`src/shared/usb_port_iso_pkg.sv`:
```
// Package: register map, field positions, reset values and types of the port/iso block
package usb_port_iso_pkg;

  localparam logic [11:0] PORT_STATUS_CONTROL_OFS = 12'h064;
  localparam logic [11:0] ISO_COMPLETION_MAP_OFS  = 12'h130;
  localparam logic [11:0] ISO_BYPASS_MAP_OFS      = 12'h134;
  localparam logic [11:0] ISO_FINAL_SLOT_MAP_OFS  = 12'h138;
  localparam logic [11:0] ROUTING_CONFIG_REG_OFS  = 12'h060;
  localparam logic [11:0] STRUCTURAL_PARAMS_OFS   = 12'h004;

  localparam int TEST_SEL_LSB  = 16;
  localparam int INDICATOR_LSB = 14;
  localparam int HANDOFF_BIT   = 13;
  localparam int VBUS_BIT      = 12;
  localparam int DP_BIT        = 11;
  localparam int DM_BIT        = 10;
  localparam int BUS_RESET_BIT = 8;
  localparam int SLEEP_BIT     = 7;
  localparam int RESUME_BIT    = 6;
  localparam int ENABLE_BIT    = 2;
  localparam int ATTACH_CHG_BIT = 1;
  localparam int ATTACH_BIT    = 0;
  localparam int PSC_CAP_BIT   = 4;
  localparam int IND_CAP_BIT   = 16;

  localparam logic [31:0] COMPLETION_RST = 32'h00000000;
  localparam logic [31:0] BYPASS_RST     = 32'hffffffff;
  localparam logic [31:0] FINAL_RST      = 32'h00000000;

  typedef struct packed {
    logic [3:0] test_select;
    logic [1:0] indicator;
    logic       handoff;
    logic       vbus;
    logic       bus_reset;
    logic       sleep;
    logic       resume;
    logic       enable;
    logic       attach_chg;
    logic       attach;
  } port_state_t;

  typedef struct packed {
    logic       dp;
    logic       dm;
    logic       attach;
    logic       bus_reset;
    logic       sleep;
    logic       resume;
  } line_in_t;

  typedef enum logic [1:0] {
    SCAN_IDLE  = 2'b00,
    SCAN_CHECK = 2'b01,
    SCAN_WAIT  = 2'b10
  } scan_state_t;

endpackage

```
`src/usb_port_status_iso_ptd_maps.sv`:
```
// Port status/control register and isochronous descriptor maps with APB slave and scan walker
//
// Chosen here: the APB slave port.
`timescale 1ns/1ps
module usb_port_status_iso_ptd_maps #(
  parameter int SLOTS = 32
) (
  input  wire logic                           ref_clk,
  input  wire logic                           sys_rst,
  input  wire logic                           psel,
  input  wire logic                           penable,
  input  wire logic                           pwrite,
  input  wire logic [11:0]                    paddr,
  input  wire logic [31:0]                    pwdata,
  output logic      [31:0]                    prdata,
  output logic                                pready,
  output logic                                pslverr,
  input  wire usb_port_iso_pkg::line_in_t     line_in,
  input  wire logic                           indicator_capable,
  input  wire logic                           power_switch_capable,
  input  wire logic                           slot_valid,
  input  wire logic [4:0]                     next_descriptor_link,
  input  wire logic                           link_follow,
  input  wire logic                           slot_done,
  input  wire logic [4:0]                     done_slot,
  input  wire logic                           scan_start,
  output logic                                slot_go,
  output logic      [4:0]                     slot_index,
  output logic      [3:0]                     port_test_select,
  output logic      [1:0]                     indicator_drive_field,
  output logic                                companion_handoff_flag,
  output logic                                vbus_switch_bit,
  output logic                                link_enable,
  output logic                                config_done_bit,
  output logic                                scan_wrap
);

  usb_port_iso_pkg::port_state_t port_r;
  usb_port_iso_pkg::scan_state_t scan_r;
  logic [31:0] done_map_r;
  logic [31:0] bypass_map_r;
  logic [31:0] final_map_r;
  logic        cfg_r;
  logic        prev_attach_r;
  logic [4:0]  idx_r;
  logic [31:0] rdata_nxt;
  logic [31:0] port_view;
  logic        wr_en;
  logic        rd_en;
  logic        hit;
  logic        powered;
  logic        psc_dont_care;
  logic        sel_psc;
  logic        sel_done;
  logic        sel_byp;
  logic        sel_fin;
  logic        sel_cfg;
  logic        sel_cap;
  logic        psc_wr;
  logic        cfg_wr;
  logic        byp_wr;
  logic        fin_wr;
  logic        done_rd;
  logic        attach_edge;
  logic        at_end;
  logic        go_nxt;
  logic        wrap_nxt;
  logic [4:0]  idx_nxt;
  logic [31:0] cap_view;
  usb_port_iso_pkg::scan_state_t scan_nxt;

  assign wr_en = psel && penable && pwrite;
  assign rd_en = psel && penable && !pwrite;
  assign powered = port_r.vbus;
  assign psc_dont_care = power_switch_capable;

  // Address match shared by read mux and write strobes
  assign sel_psc  = paddr == usb_port_iso_pkg::PORT_STATUS_CONTROL_OFS;
  assign sel_done = paddr == usb_port_iso_pkg::ISO_COMPLETION_MAP_OFS;
  assign sel_byp  = paddr == usb_port_iso_pkg::ISO_BYPASS_MAP_OFS;
  assign sel_fin  = paddr == usb_port_iso_pkg::ISO_FINAL_SLOT_MAP_OFS;
  assign sel_cfg  = paddr == usb_port_iso_pkg::ROUTING_CONFIG_REG_OFS;
  assign sel_cap  = paddr == usb_port_iso_pkg::STRUCTURAL_PARAMS_OFS;
  assign psc_wr   = wr_en && sel_psc;
  assign cfg_wr   = wr_en && sel_cfg;
  assign byp_wr   = wr_en && sel_byp;
  assign fin_wr   = wr_en && sel_fin;
  assign done_rd  = rd_en && sel_done;
  assign attach_edge = line_in.attach != prev_attach_r;

  always_comb begin
    cap_view = 32'h00000000;
    cap_view[usb_port_iso_pkg::IND_CAP_BIT] = indicator_capable;
    cap_view[usb_port_iso_pkg::PSC_CAP_BIT] = psc_dont_care;
  end

  // Reads of gated fields return zero when the port is unpowered
  always_comb begin
    port_view = '0;
    port_view[usb_port_iso_pkg::TEST_SEL_LSB +: 4] = port_r.test_select;
    port_view[usb_port_iso_pkg::HANDOFF_BIT] = port_r.handoff;
    port_view[usb_port_iso_pkg::VBUS_BIT] = port_r.vbus;
    port_view[usb_port_iso_pkg::DP_BIT] = line_in.dp;
    port_view[usb_port_iso_pkg::DM_BIT] = line_in.dm;
    if (powered) begin
      port_view[usb_port_iso_pkg::INDICATOR_LSB +: 2] = port_r.indicator;
      port_view[usb_port_iso_pkg::BUS_RESET_BIT] = port_r.bus_reset;
      port_view[usb_port_iso_pkg::SLEEP_BIT] = port_r.sleep;
      port_view[usb_port_iso_pkg::RESUME_BIT] = port_r.resume;
      port_view[usb_port_iso_pkg::ENABLE_BIT] = port_r.enable;
      port_view[usb_port_iso_pkg::ATTACH_CHG_BIT] = port_r.attach_chg;
      port_view[usb_port_iso_pkg::ATTACH_BIT] = port_r.attach;
    end
  end

  always_comb begin
    rdata_nxt = 32'h00000000;
    hit = 1'b1;
    if (sel_psc) begin
      rdata_nxt = port_view;
    end else if (sel_done) begin
      rdata_nxt = done_map_r;
    end else if (sel_byp) begin
      rdata_nxt = bypass_map_r;
    end else if (sel_fin) begin
      rdata_nxt = final_map_r;
    end else if (sel_cfg) begin
      rdata_nxt = {31'h00000000, cfg_r};
    end else if (sel_cap) begin
      rdata_nxt = cap_view;
    end else begin
      hit = 1'b0;
    end
  end

  // Zero-wait slave: ready in the access cycle, data registered from setup
  always_ff @(posedge ref_clk or posedge sys_rst) begin
    if (sys_rst) begin
      pready <= 1'b0;
    end else begin
      pready <= psel && !penable;
    end
  end

  always_ff @(posedge ref_clk or posedge sys_rst) begin
    if (sys_rst) begin
      pslverr <= 1'b0;
    end else begin
      pslverr <= psel && !penable && !hit;
    end
  end

  // Captured at setup; the completion clear uses it as its mask
  always_ff @(posedge ref_clk or posedge sys_rst) begin
    if (sys_rst) begin
      prdata <= 32'h00000000;
    end else begin
      prdata <= (psel && !penable && !pwrite) ? rdata_nxt : 32'h00000000;
    end
  end

  always_ff @(posedge ref_clk or posedge sys_rst) begin
    if (sys_rst) begin
      cfg_r <= 1'b0;
    end else if (cfg_wr) begin
      cfg_r <= pwdata[0];
    end
  end

  always_ff @(posedge ref_clk or posedge sys_rst) begin
    if (sys_rst) begin
      prev_attach_r <= 1'b0;
    end else begin
      prev_attach_r <= line_in.attach;
    end
  end

  // Port register: reset only by the controller reset
  always_ff @(posedge ref_clk or posedge sys_rst) begin
    if (sys_rst) begin
      port_r         <= '0;
      port_r.handoff <= 1'b1;
    end else begin
      port_r.attach    <= line_in.attach;
      port_r.bus_reset <= line_in.bus_reset;
      port_r.sleep     <= line_in.sleep;
      port_r.resume    <= line_in.resume;
      if (psc_wr) begin
        port_r.test_select <= pwdata[usb_port_iso_pkg::TEST_SEL_LSB +: 4];
        port_r.vbus        <= pwdata[usb_port_iso_pkg::VBUS_BIT];
        port_r.enable      <= pwdata[usb_port_iso_pkg::ENABLE_BIT];
        if (indicator_capable) begin
          port_r.indicator <= pwdata[usb_port_iso_pkg::INDICATOR_LSB +: 2];
        end
        port_r.handoff <= pwdata[usb_port_iso_pkg::HANDOFF_BIT];
        if (pwdata[usb_port_iso_pkg::ATTACH_CHG_BIT]) begin
          port_r.attach_chg <= 1'b0;
        end
      end
      // Change wins over a software clear in the same cycle
      if (attach_edge) begin
        port_r.attach_chg <= 1'b1;
      end
      // Forced in the same cycle the config bit drops, so both mirrors agree
      if (!cfg_r || (cfg_wr && !pwdata[0])) begin
        port_r.handoff <= 1'b1;
      end
      if (cfg_wr && !cfg_r && pwdata[0]) begin
        port_r.handoff <= 1'b0;
      end
    end
  end

  // Only bits that were shown are cleared; a bit set after setup survives
  for (genvar s = 0; s < 32; s++) begin : g_done
    always_ff @(posedge ref_clk or posedge sys_rst) begin
      if (sys_rst) begin
        done_map_r[s] <= usb_port_iso_pkg::COMPLETION_RST[s];
      end else if (slot_done && done_slot == 5'(s)) begin
        done_map_r[s] <= 1'b1;
      end else if (done_rd && prdata[s]) begin
        done_map_r[s] <= 1'b0;
      end
    end
  end

  always_ff @(posedge ref_clk or posedge sys_rst) begin
    if (sys_rst) begin
      bypass_map_r <= usb_port_iso_pkg::BYPASS_RST;
    end else if (byp_wr) begin
      bypass_map_r <= pwdata;
    end
  end

  always_ff @(posedge ref_clk or posedge sys_rst) begin
    if (sys_rst) begin
      final_map_r <= usb_port_iso_pkg::FINAL_RST;
    end else if (fin_wr) begin
      final_map_r <= pwdata;
    end
  end

  assign at_end = final_map_r[idx_r] || idx_r == 5'(SLOTS - 1);

  // Slot walker: checks one slot per step, waits for scheduler on valid slots that are not bypassed
  always_comb begin
    scan_nxt = scan_r;
    idx_nxt  = idx_r;
    go_nxt   = 1'b0;
    wrap_nxt = 1'b0;
    case (scan_r)
      usb_port_iso_pkg::SCAN_IDLE: begin
        if (scan_start) begin
          idx_nxt  = 5'h00;
          scan_nxt = usb_port_iso_pkg::SCAN_CHECK;
        end
      end
      usb_port_iso_pkg::SCAN_CHECK: begin
        if (!bypass_map_r[idx_r] && slot_valid) begin
          go_nxt   = 1'b1;
          scan_nxt = usb_port_iso_pkg::SCAN_WAIT;
        end else if (at_end) begin
          idx_nxt  = 5'h00;
          wrap_nxt = 1'b1;
          scan_nxt = usb_port_iso_pkg::SCAN_IDLE;
        end else begin
          idx_nxt = idx_r + 5'h01;
        end
      end
      usb_port_iso_pkg::SCAN_WAIT: begin
        if (slot_done) begin
          if (at_end) begin
            idx_nxt  = 5'h00;
            wrap_nxt = 1'b1;
            scan_nxt = usb_port_iso_pkg::SCAN_IDLE;
          end else if (link_follow && !bypass_map_r[next_descriptor_link]) begin
            idx_nxt  = next_descriptor_link;
            scan_nxt = usb_port_iso_pkg::SCAN_CHECK;
          end else begin
            idx_nxt  = idx_r + 5'h01;
            scan_nxt = usb_port_iso_pkg::SCAN_CHECK;
          end
        end
      end
      default: begin
        scan_nxt = usb_port_iso_pkg::SCAN_IDLE;
      end
    endcase
  end

  // Index and its output copy load together, so slot_valid always matches idx_r
  always_ff @(posedge ref_clk or posedge sys_rst) begin
    if (sys_rst) begin
      scan_r     <= usb_port_iso_pkg::SCAN_IDLE;
      idx_r      <= 5'h00;
      slot_index <= 5'h00;
      slot_go    <= 1'b0;
      scan_wrap  <= 1'b0;
    end else begin
      scan_r     <= scan_nxt;
      idx_r      <= idx_nxt;
      slot_index <= idx_nxt;
      slot_go    <= go_nxt;
      scan_wrap  <= wrap_nxt;
    end
  end

  // Mirrored control outputs, all registered
  always_ff @(posedge ref_clk or posedge sys_rst) begin
    if (sys_rst) begin
      port_test_select <= 4'h0;
    end else begin
      port_test_select <= port_r.test_select;
    end
  end

  always_ff @(posedge ref_clk or posedge sys_rst) begin
    if (sys_rst) begin
      indicator_drive_field <= 2'h0;
    end else begin
      indicator_drive_field <= port_r.indicator;
    end
  end

  always_ff @(posedge ref_clk or posedge sys_rst) begin
    if (sys_rst) begin
      companion_handoff_flag <= 1'b1;
    end else begin
      companion_handoff_flag <= port_r.handoff;
    end
  end

  always_ff @(posedge ref_clk or posedge sys_rst) begin
    if (sys_rst) begin
      vbus_switch_bit <= 1'b0;
    end else begin
      vbus_switch_bit <= port_r.vbus;
    end
  end

  always_ff @(posedge ref_clk or posedge sys_rst) begin
    if (sys_rst) begin
      link_enable <= 1'b0;
    end else begin
      link_enable <= port_r.enable && powered;
    end
  end

  always_ff @(posedge ref_clk or posedge sys_rst) begin
    if (sys_rst) begin
      config_done_bit <= 1'b0;
    end else begin
      config_done_bit <= cfg_r;
    end
  end

endmodule // usb_port_status_iso_ptd_maps

```
`config.mk`:
```
export PLATFORM = sky130hd
export DESIGN_NAME = usb_port_status_iso_ptd_maps
export DESIGN_NICKNAME = d
export VERILOG_FILES = /design/src/shared/usb_port_iso_pkg.sv /design/src/usb_port_status_iso_ptd_maps.sv
export SDC_FILE = /design/constraint.sdc
export NUM_CORES = 1
export LEC_CHECK = 0
export BUFFER_PORTS_ARGS = -buffer_cell sky130_fd_sc_hd__buf_4
export CAP_MARGIN = 30
export CELL_PAD_IN_SITES_DETAIL_PLACEMENT = 2
export CELL_PAD_IN_SITES_GLOBAL_PLACEMENT = 2
export CORE_MARGIN = 8
export CORE_UTILIZATION = 39
export DETAILED_ROUTE_END_ITERATION = 10
export PLACE_DENSITY = 0.91
export SLEW_MARGIN = 20
export SYNTH_ARGS = -nofsm -noshare
export SYNTH_HDL_FRONTEND = slang
export SYNTH_SLANG_ARGS = --single-unit
```
`constraint.sdc`:
```
create_clock -name ref_clk -period 5.65 [get_ports ref_clk]
set_input_delay 0.565 -clock ref_clk [delete_from_list [all_inputs] [get_ports ref_clk]]
set_output_delay 0.565 -clock ref_clk [all_outputs]
set_load 0.02 [all_outputs]
```
Word level (Yosys, flattened, before mapping). Cells that the tools add are included.

Flip-flop bits (word level): 164. Word-level logic and storage cells: 349. Bits of input ports: 71.

Reductions and logical operators: 132. Eq/ne operators: 45. Order comparisons: 2. Multiplexer cells: 111. $add $sub $neg: 1.

Operator list (number): $mux W32 (5); $eq A5 B5 Y1 const B (17); $mux W1 (84); $logic_and A1 B1 Y1 (81); $reduce_bool A2 Y1 (34); $eq A5 B4 Y1 const B (8); $eq A12 B9 Y1 const B (3); $mux W17 (2); $mux W5 (6); $eq A12 B7 Y1 const B (2); $eq A5 B3 Y1 const B (4); $bmux W1 S5 (3); $pmux W5 S3 (1); $eq A12 B3 Y1 const B (1); $lt A5 B6 Y1 const B (2); $mux W2 (6); $eq A5 B2 Y1 const B (2); $logic_not A1 Y1 (7); $mux W3 (2); $ne A2 B2 Y1 const B (3); $pmux W2 S3 (1); $reduce_bool A3 Y1 (2); $add A5 B1 Y5 const B (1); $eq A5 B1 Y1 const B (1); 11 further kinds (13).

Longest topological paths before layout.
Depth in word-level cells: 9. Depth in mapped cells: 9. Depth with buffers taken out: 7.

Worst setup path after synthesis. Ideal clock, no wire load.

Path kind: flip-flop to flip-flop. Start point: register idx_r[0]. End point: register idx_r[1]. Slack: 2932 ps. Data arrival time: 2652 ps. Required time: 5584 ps. Stages on the path, launching flop included: 9. Path through: dfrtp_1 buf_6 mux4_2 nor2b_1 a211o_1 a311oi_4 or3b_1 o22ai_1 a22o_1.

Word-level cells in the longest chain between the ends: 6.

Ends and longest elaborated chain: start: declaration (RTL line usb_port_status_iso_ptd_maps.sv:45) `logic [4:0] idx_r;`; start signal: assignment (RTL line usb_port_status_iso_ptd_maps.sv:301) `idx_r <= idx_nxt;`; $bmux W1 S5 (on tied branches) (RTL line usb_port_status_iso_ptd_maps.sv:243, usb_port_status_iso_ptd_maps.sv:259); $mux W1 (on tied branches) (RTL line usb_port_status_iso_ptd_maps.sv:243, usb_port_status_iso_ptd_maps.sv:259); $logic_or A1 B1 Y1 or $logic_not A1 Y1 (tied branches) (RTL line usb_port_status_iso_ptd_maps.sv:243, usb_port_status_iso_ptd_maps.sv:259); $mux W5 (tied with other cells) (RTL line usb_port_status_iso_ptd_maps.sv:272) `if (at_end) begin`; $mux W5 (tied with other cells) (RTL line usb_port_status_iso_ptd_maps.sv:271) `if (slot_done) begin`; $pmux W5 S3 or $reduce_and A4 Y1 (tied branches).

Several ways; a longest one is shown, not always the timed one. The select of a mux whose other input is x is not followed. A chain may end at the register's enable or synchronous reset.

Worst setup path after layout.
Start point: input paddr[10]. End point: register port_r[1] (netlist name).

Word-level cells in the longest chain between the ends: 4.

Ends and longest elaborated chain: start: declaration (RTL line usb_port_status_iso_ptd_maps.sv:13) `input wire logic [11:0] paddr,`; $eq A12 B7 Y1 (RTL line usb_port_status_iso_ptd_maps.sv:78) `assign sel_psc = paddr == usb_port_iso_pkg::PORT_STATUS_CONTROL_OFS;`; $logic_and A1 B1 Y1 (RTL line usb_port_status_iso_ptd_maps.sv:84) `assign psc_wr = wr_en && sel_psc;`; $reduce_bool A2 Y1 (no source line); $reduce_and A2 Y1 (no source line); end: declaration (RTL line usb_port_status_iso_ptd_maps.sv:38) `usb_port_iso_pkg::port_state_t port_r;`.

Every way passes these cells.

==> metrics.txt <==
# TYPE chip_impl_metric gauge
chip_impl_metric{name="seq_area_frac_synth",unit="%"} 52.89
chip_impl_metric{name="grt_use_total",unit="%"} 26.89
chip_impl_metric{name="cts_buffers",unit=""} 17
chip_impl_metric{name="yosysWarningCount",unit=""} 0
chip_impl_metric{name="drc_errors",unit=""} 0
chip_impl_metric{name="seq_area",unit="µm²"} 4146
chip_impl_metric{name="synthCells",unit=""} 612
chip_impl_metric{name="die_area",unit="µm²"} 24900
chip_impl_metric{name="layout.filler_cells",unit=""} 1939
chip_impl_info{name="cts.root.buffer_cell",value="clkbuf_16"} 1
chip_impl_metric{name="timing.hold.ws",unit="ns"} 0.08697
chip_impl_metric{name="setup-violations-final",unit=""} 0
chip_impl_info{name="tritoncts",value="yes"} 1
chip_impl_metric{name="tns",unit="ns"} 0
chip_impl_info{name="critical_path_class",value="primary input to flip-flop"} 1
chip_impl_metric{name="wl_cell",unit="µm"} 32.05
chip_impl_metric{name="fp.dieH",unit="µm"} 157.8
chip_impl_metric{name="drtIter0Drc",unit=""} 497
chip_impl_metric{name="totalPowerFinal",unit="mW"} 3.129
chip_impl_metric{name="htree_levels",unit=""} 4
chip_impl_metric{name="ys_ff_latch",unit=""} 164
chip_impl_metric{name="dp.cells",unit=""} 973
chip_impl_metric{name="drt.antenna.violating_nets",unit=""} 0
chip_impl_metric{name="multiInputGateArea",unit="µm²"} 3500
chip_impl_metric{name="placementRows",unit=""} 52
chip_impl_metric{name="share_clk_of_total_power",unit="%"} 41.6
chip_impl_metric{name="post_cts_resize_count",unit=""} 0
chip_impl_metric{name="slew_violations",unit=""} 0
chip_impl_metric{name="postCtsSetupBuffers",unit=""} 0
chip_impl_metric{name="clock_sink_count",unit=""} 164
chip_impl_metric{name="postLayoutSetupSlackWorst",unit="ns"} 2.203
chip_impl_metric{name="layout_cells_sized_above_1",unit="%"} 43.61
chip_impl_metric{name="maximum_clock_path_buffer_count",unit=""} 2
chip_impl_metric{name="power.switching",unit="mW"} 0.8874
chip_impl_metric{name="detailedPlace.worstSlack",unit="ns"} 1.944
chip_impl_metric{name="synth_compound_area_share",unit="%"} 10.95
chip_impl_metric{name="path_clk_slew",unit="ns"} 0.06
chip_impl_metric{name="post-route-min-period",unit="ns"} 3.447
chip_impl_metric{name="synth-edff-count",unit=""} 0
chip_impl_metric{name="synthDistinctLibCells",unit=""} 56
chip_impl_metric{name="vias_in_the_first_global_route",unit=""} 7236
chip_impl_metric{name="intPower",unit="mW"} 2.241
chip_impl_metric{name="timing.critical_path.fanout_max",unit=""} 10
chip_impl_metric{name="seq_power_share",unit="%"} 42.5
chip_impl_info{name="rsz0062_at_grt",value="no"} 1
chip_impl_metric{name="port_buffers",unit=""} 121
chip_impl_metric{name="grt_pass1_wl",unit="µm"} 48640
chip_impl_metric{name="grt_start_max_net_pins",unit=""} 110
chip_impl_metric{name="fin_worst_skew",unit="ns"} 0.007631
chip_impl_metric{name="hpwl",unit="µm"} 21120
chip_impl_metric{name="yosys.area_share.simple",unit="%"} 9.065
chip_impl_metric{name="comb_power_share",unit="%"} 16.0
chip_impl_metric{name="core_region_area",unit="µm²"} 19970
chip_impl_metric{name="gp_congestion",unit=""} 0.8147
chip_impl_info{name="endpoint_kind",value="flip-flop"} 1
chip_impl_metric{name="avgViaCountPerCell",unit=""} 6.229
chip_impl_metric{name="max-slew-margin-rel",unit="%"} 32.01
chip_impl_metric{name="synth_xor_area_share",unit="%"} 0.2234
chip_impl_metric{name="antenna_violations_before_repair",unit=""} 1
chip_impl_metric{name="yosys-mux-area-fraction",unit="%"} 23.19
chip_impl_metric{name="cp.required",unit="ns"} 5.96
chip_impl_metric{name="wirelength",unit="µm"} 32240
chip_impl_metric{name="start_util",unit="%"} 39.25
chip_impl_info{name="outcome",value="completed"} 1
chip_impl_info{name="synth_top_family_by_area",value="multiplexers"} 1
chip_impl_metric{name="synthToLayoutAreaGrowth",unit="%"} 23.49
chip_impl_metric{name="syn-mean-instance-area",unit="µm²"} 12.81
chip_impl_metric{name="netlist_area",unit="µm²"} 7840
chip_impl_metric{name="layoutNonFillerInstCount",unit=""} 1006
chip_impl_metric{name="ir_worst_vdd",unit="V"} 0.0002165
chip_impl_metric{name="global_route.overflow_total",unit=""} 0
chip_impl_metric{name="design.final.nets",unit=""} 800
chip_impl_metric{name="insertedDiodeCount",unit=""} 0
chip_impl_metric{name="drt_pass1_iterations",unit=""} 5
chip_impl_metric{name="postSynth.asyncResetShare",unit="%"} 100.0
chip_impl_metric{name="postCtsHoldBufs",unit=""} 0
chip_impl_metric{name="detailroute.via_count",unit=""} 6266
chip_impl_metric{name="io-pin-count",unit=""} 122
chip_impl_metric{name="worst_max_slew_pin_slew",unit="ns"} 1.020
chip_impl_metric{name="die_w",unit="µm"} 157.8
chip_impl_metric{name="worst_skew_pair.late_latency",unit="ns"} 0.44
chip_impl_metric{name="hold_vio_cnt_final",unit=""} 0
chip_impl_metric{name="power_per_cell_area",unit="nW/µm²"} 323.2
chip_impl_metric{name="cp.arrival",unit="ns"} 3.76
chip_impl_metric{name="maxClockFrequency",unit="GHz"} 0.2901
chip_impl_info{name="startpoint_type",value="primary input"} 1
chip_impl_info{name="synth_ff_type",value="dfrtp_1"} 1
chip_impl_metric{name="synth_fa_ha_area_share",unit="%"} 0.9575
chip_impl_metric{name="finalCritPeriodShare",unit="%"} 61.01
chip_impl_metric{name="leakage",unit="nW"} 4.365
chip_impl_metric{name="reg2reg_slack",unit="ns"} 2.34
chip_impl_metric{name="mappedNetlistNets",unit=""} 689
chip_impl_metric{name="netSwitchingFraction",unit="%"} 28.36
chip_impl_metric{name="max_cap_viol_count",unit=""} 0
chip_impl_info{name="hold_class",value="primary input to asynchronous set/reset pin"} 1
## path summary, 6_finish.rpt
check / cells after the start / end / from
max: 8 / port_r[1] / paddr[10]
min: 2 / port_r[0] / sys_rst
max reg2reg: 7 / idx_r[4] / idx_r[2]
min reg2reg: 0 / companion_handoff_flag / port_r[7]
max in group asynchronous: 4 / port_test_select[3] / sys_rst
min in group ref_clk: 1 / port_r[5] / line_in[2]
## power by group through the flow
| stage | clock [mW] | sequential, mW | combinational [mW] |
|---|---|---|---|
| 6_report | 1.30 | 1.33 | 0.499 |
| 5_1_grt | 1.34 | 1.33 | 0.532 |
| 4_1_cts | 1.31 | 1.33 | 0.494 |
| 3_5_place_dp | 0 | 1.34 | 0.483 |
| 3_3_place_gp | 0 | 1.33 | 0.443 |
| 2_1_floorplan | 0 | 1.32 | 0.313 |
## worst max-delay path, cell delays in order
cell	delay, ns
buf_4	0.11
nor4_1	0.32
nand2_1	0.14
nor4_1	0.83
and2_1	0.68
nand2_1	0.60
o21ai_0	0.40
nand2_1	0.10
## layer usage
metal	part of all wire, %	GRT usage (%)
met4	3.9	13.37
met3	6.5	6.006
met2	51	45.84
met1	39	31.46
met5	0.040	0
## final cells by class
cell class                      instances  area share [%]
Clock buffer                           20           4.820
Clock inverter                         12           1.835
Inverter                               14          0.5945
Multi-Input combinational cell        396           36.15
Sequential cell                       164           42.83
Tap cell                              270           3.489
Timing Repair Buffer                  130           10.29
## layout by cell type, fill, tap and decap left out, types with 3 or more instances in the layout
cell type / instances
clkbuf_8: 3
nor3_1: 4
a222oi_1: 15
nand2b_1: 8
nand4b_1: 3
buf_4: 129
and3_1: 4
o22ai_1: 5
dfrtp_1: 130
o21ai_0: 8
ha_1: 6
mux4_1: 8
mux2_2: 102
clkbuf_16: 17
a32o_1: 4
clkinvlp_4: 4
and2_1: 3
bufinv_16: 4
o2bb2ai_1: 17
nor2_1: 37
or2_2: 3
dfstp_2: 34
nand2_1: 55
a22oi_1: 16
nand3_1: 5
nor2b_1: 7
nor3b_1: 3
a21oi_1: 5
mux2i_1: 11
mux4_2: 14
a211o_1: 3
mux2_1: 3
inv_1: 13
a22o_1: 18
nor4_1: 4
## per-stage QoR
stage / utilization (%) / instance area (µm²)
global placement: 45.11 / 9010
CTS: 48.33 / 9654
global route: 48.47 / 9682
detailed placement: 45.11 / 9010
finish: 48.47 / 9682
floorplan: - / 7840
## Yosys cell counts (4+ instances only)
cell type / n / area share, %
a21oi_1: 5 / 0.32
a222oi_1: 15 / 1.9
a22o_1: 18 / 2.0
a22oi_1: 16 / 1.5
a32o_1: 4 / 0.51
and3_1: 4 / 0.32
buf_2: 6 / 0.38
clkbuf_1: 28 / 1.3
dfrtp_1: 130 / 41
dfstp_2: 34 / 11
ha_1: 6 / 0.96
inv_1: 14 / 0.67
mux2_2: 102 / 15
mux2i_1: 11 / 1.4
mux4_1: 8 / 2.7
mux4_2: 14 / 4.0
nand2_1: 55 / 2.6
nand2b_1: 8 / 0.64
nand3_1: 5 / 0.32
nor2_1: 37 / 1.8
nor2b_1: 7 / 0.56
nor3_1: 5 / 0.32
nor4_1: 4 / 0.32
o21ai_0: 8 / 0.51
o22ai_1: 5 / 0.40
o2bb2ai_1: 17 / 1.9
## cell families after synthesis
| family | after synthesis |
|---|---|
| buffers and inverters | 52 |
| muxes | 138 |
| adders and majority gates | 6 |
| DFF | 164 |
| xor gates and xnor gates | 2 |
| and+or+nand+nor | 147 |
| AOI/OAI and AO/OA | 103 |
## state kept, by name, indices dropped and copies added (netlist names), 2 cells and up
name and flops:
bypass_map_r 32, done_map_r 32, final_map_r 32, idx_r 5
indicator_drive_field 2, port_r 13, port_test_select 4, prdata 32
scan_r 2
Power figures use the tool's default switching activity.
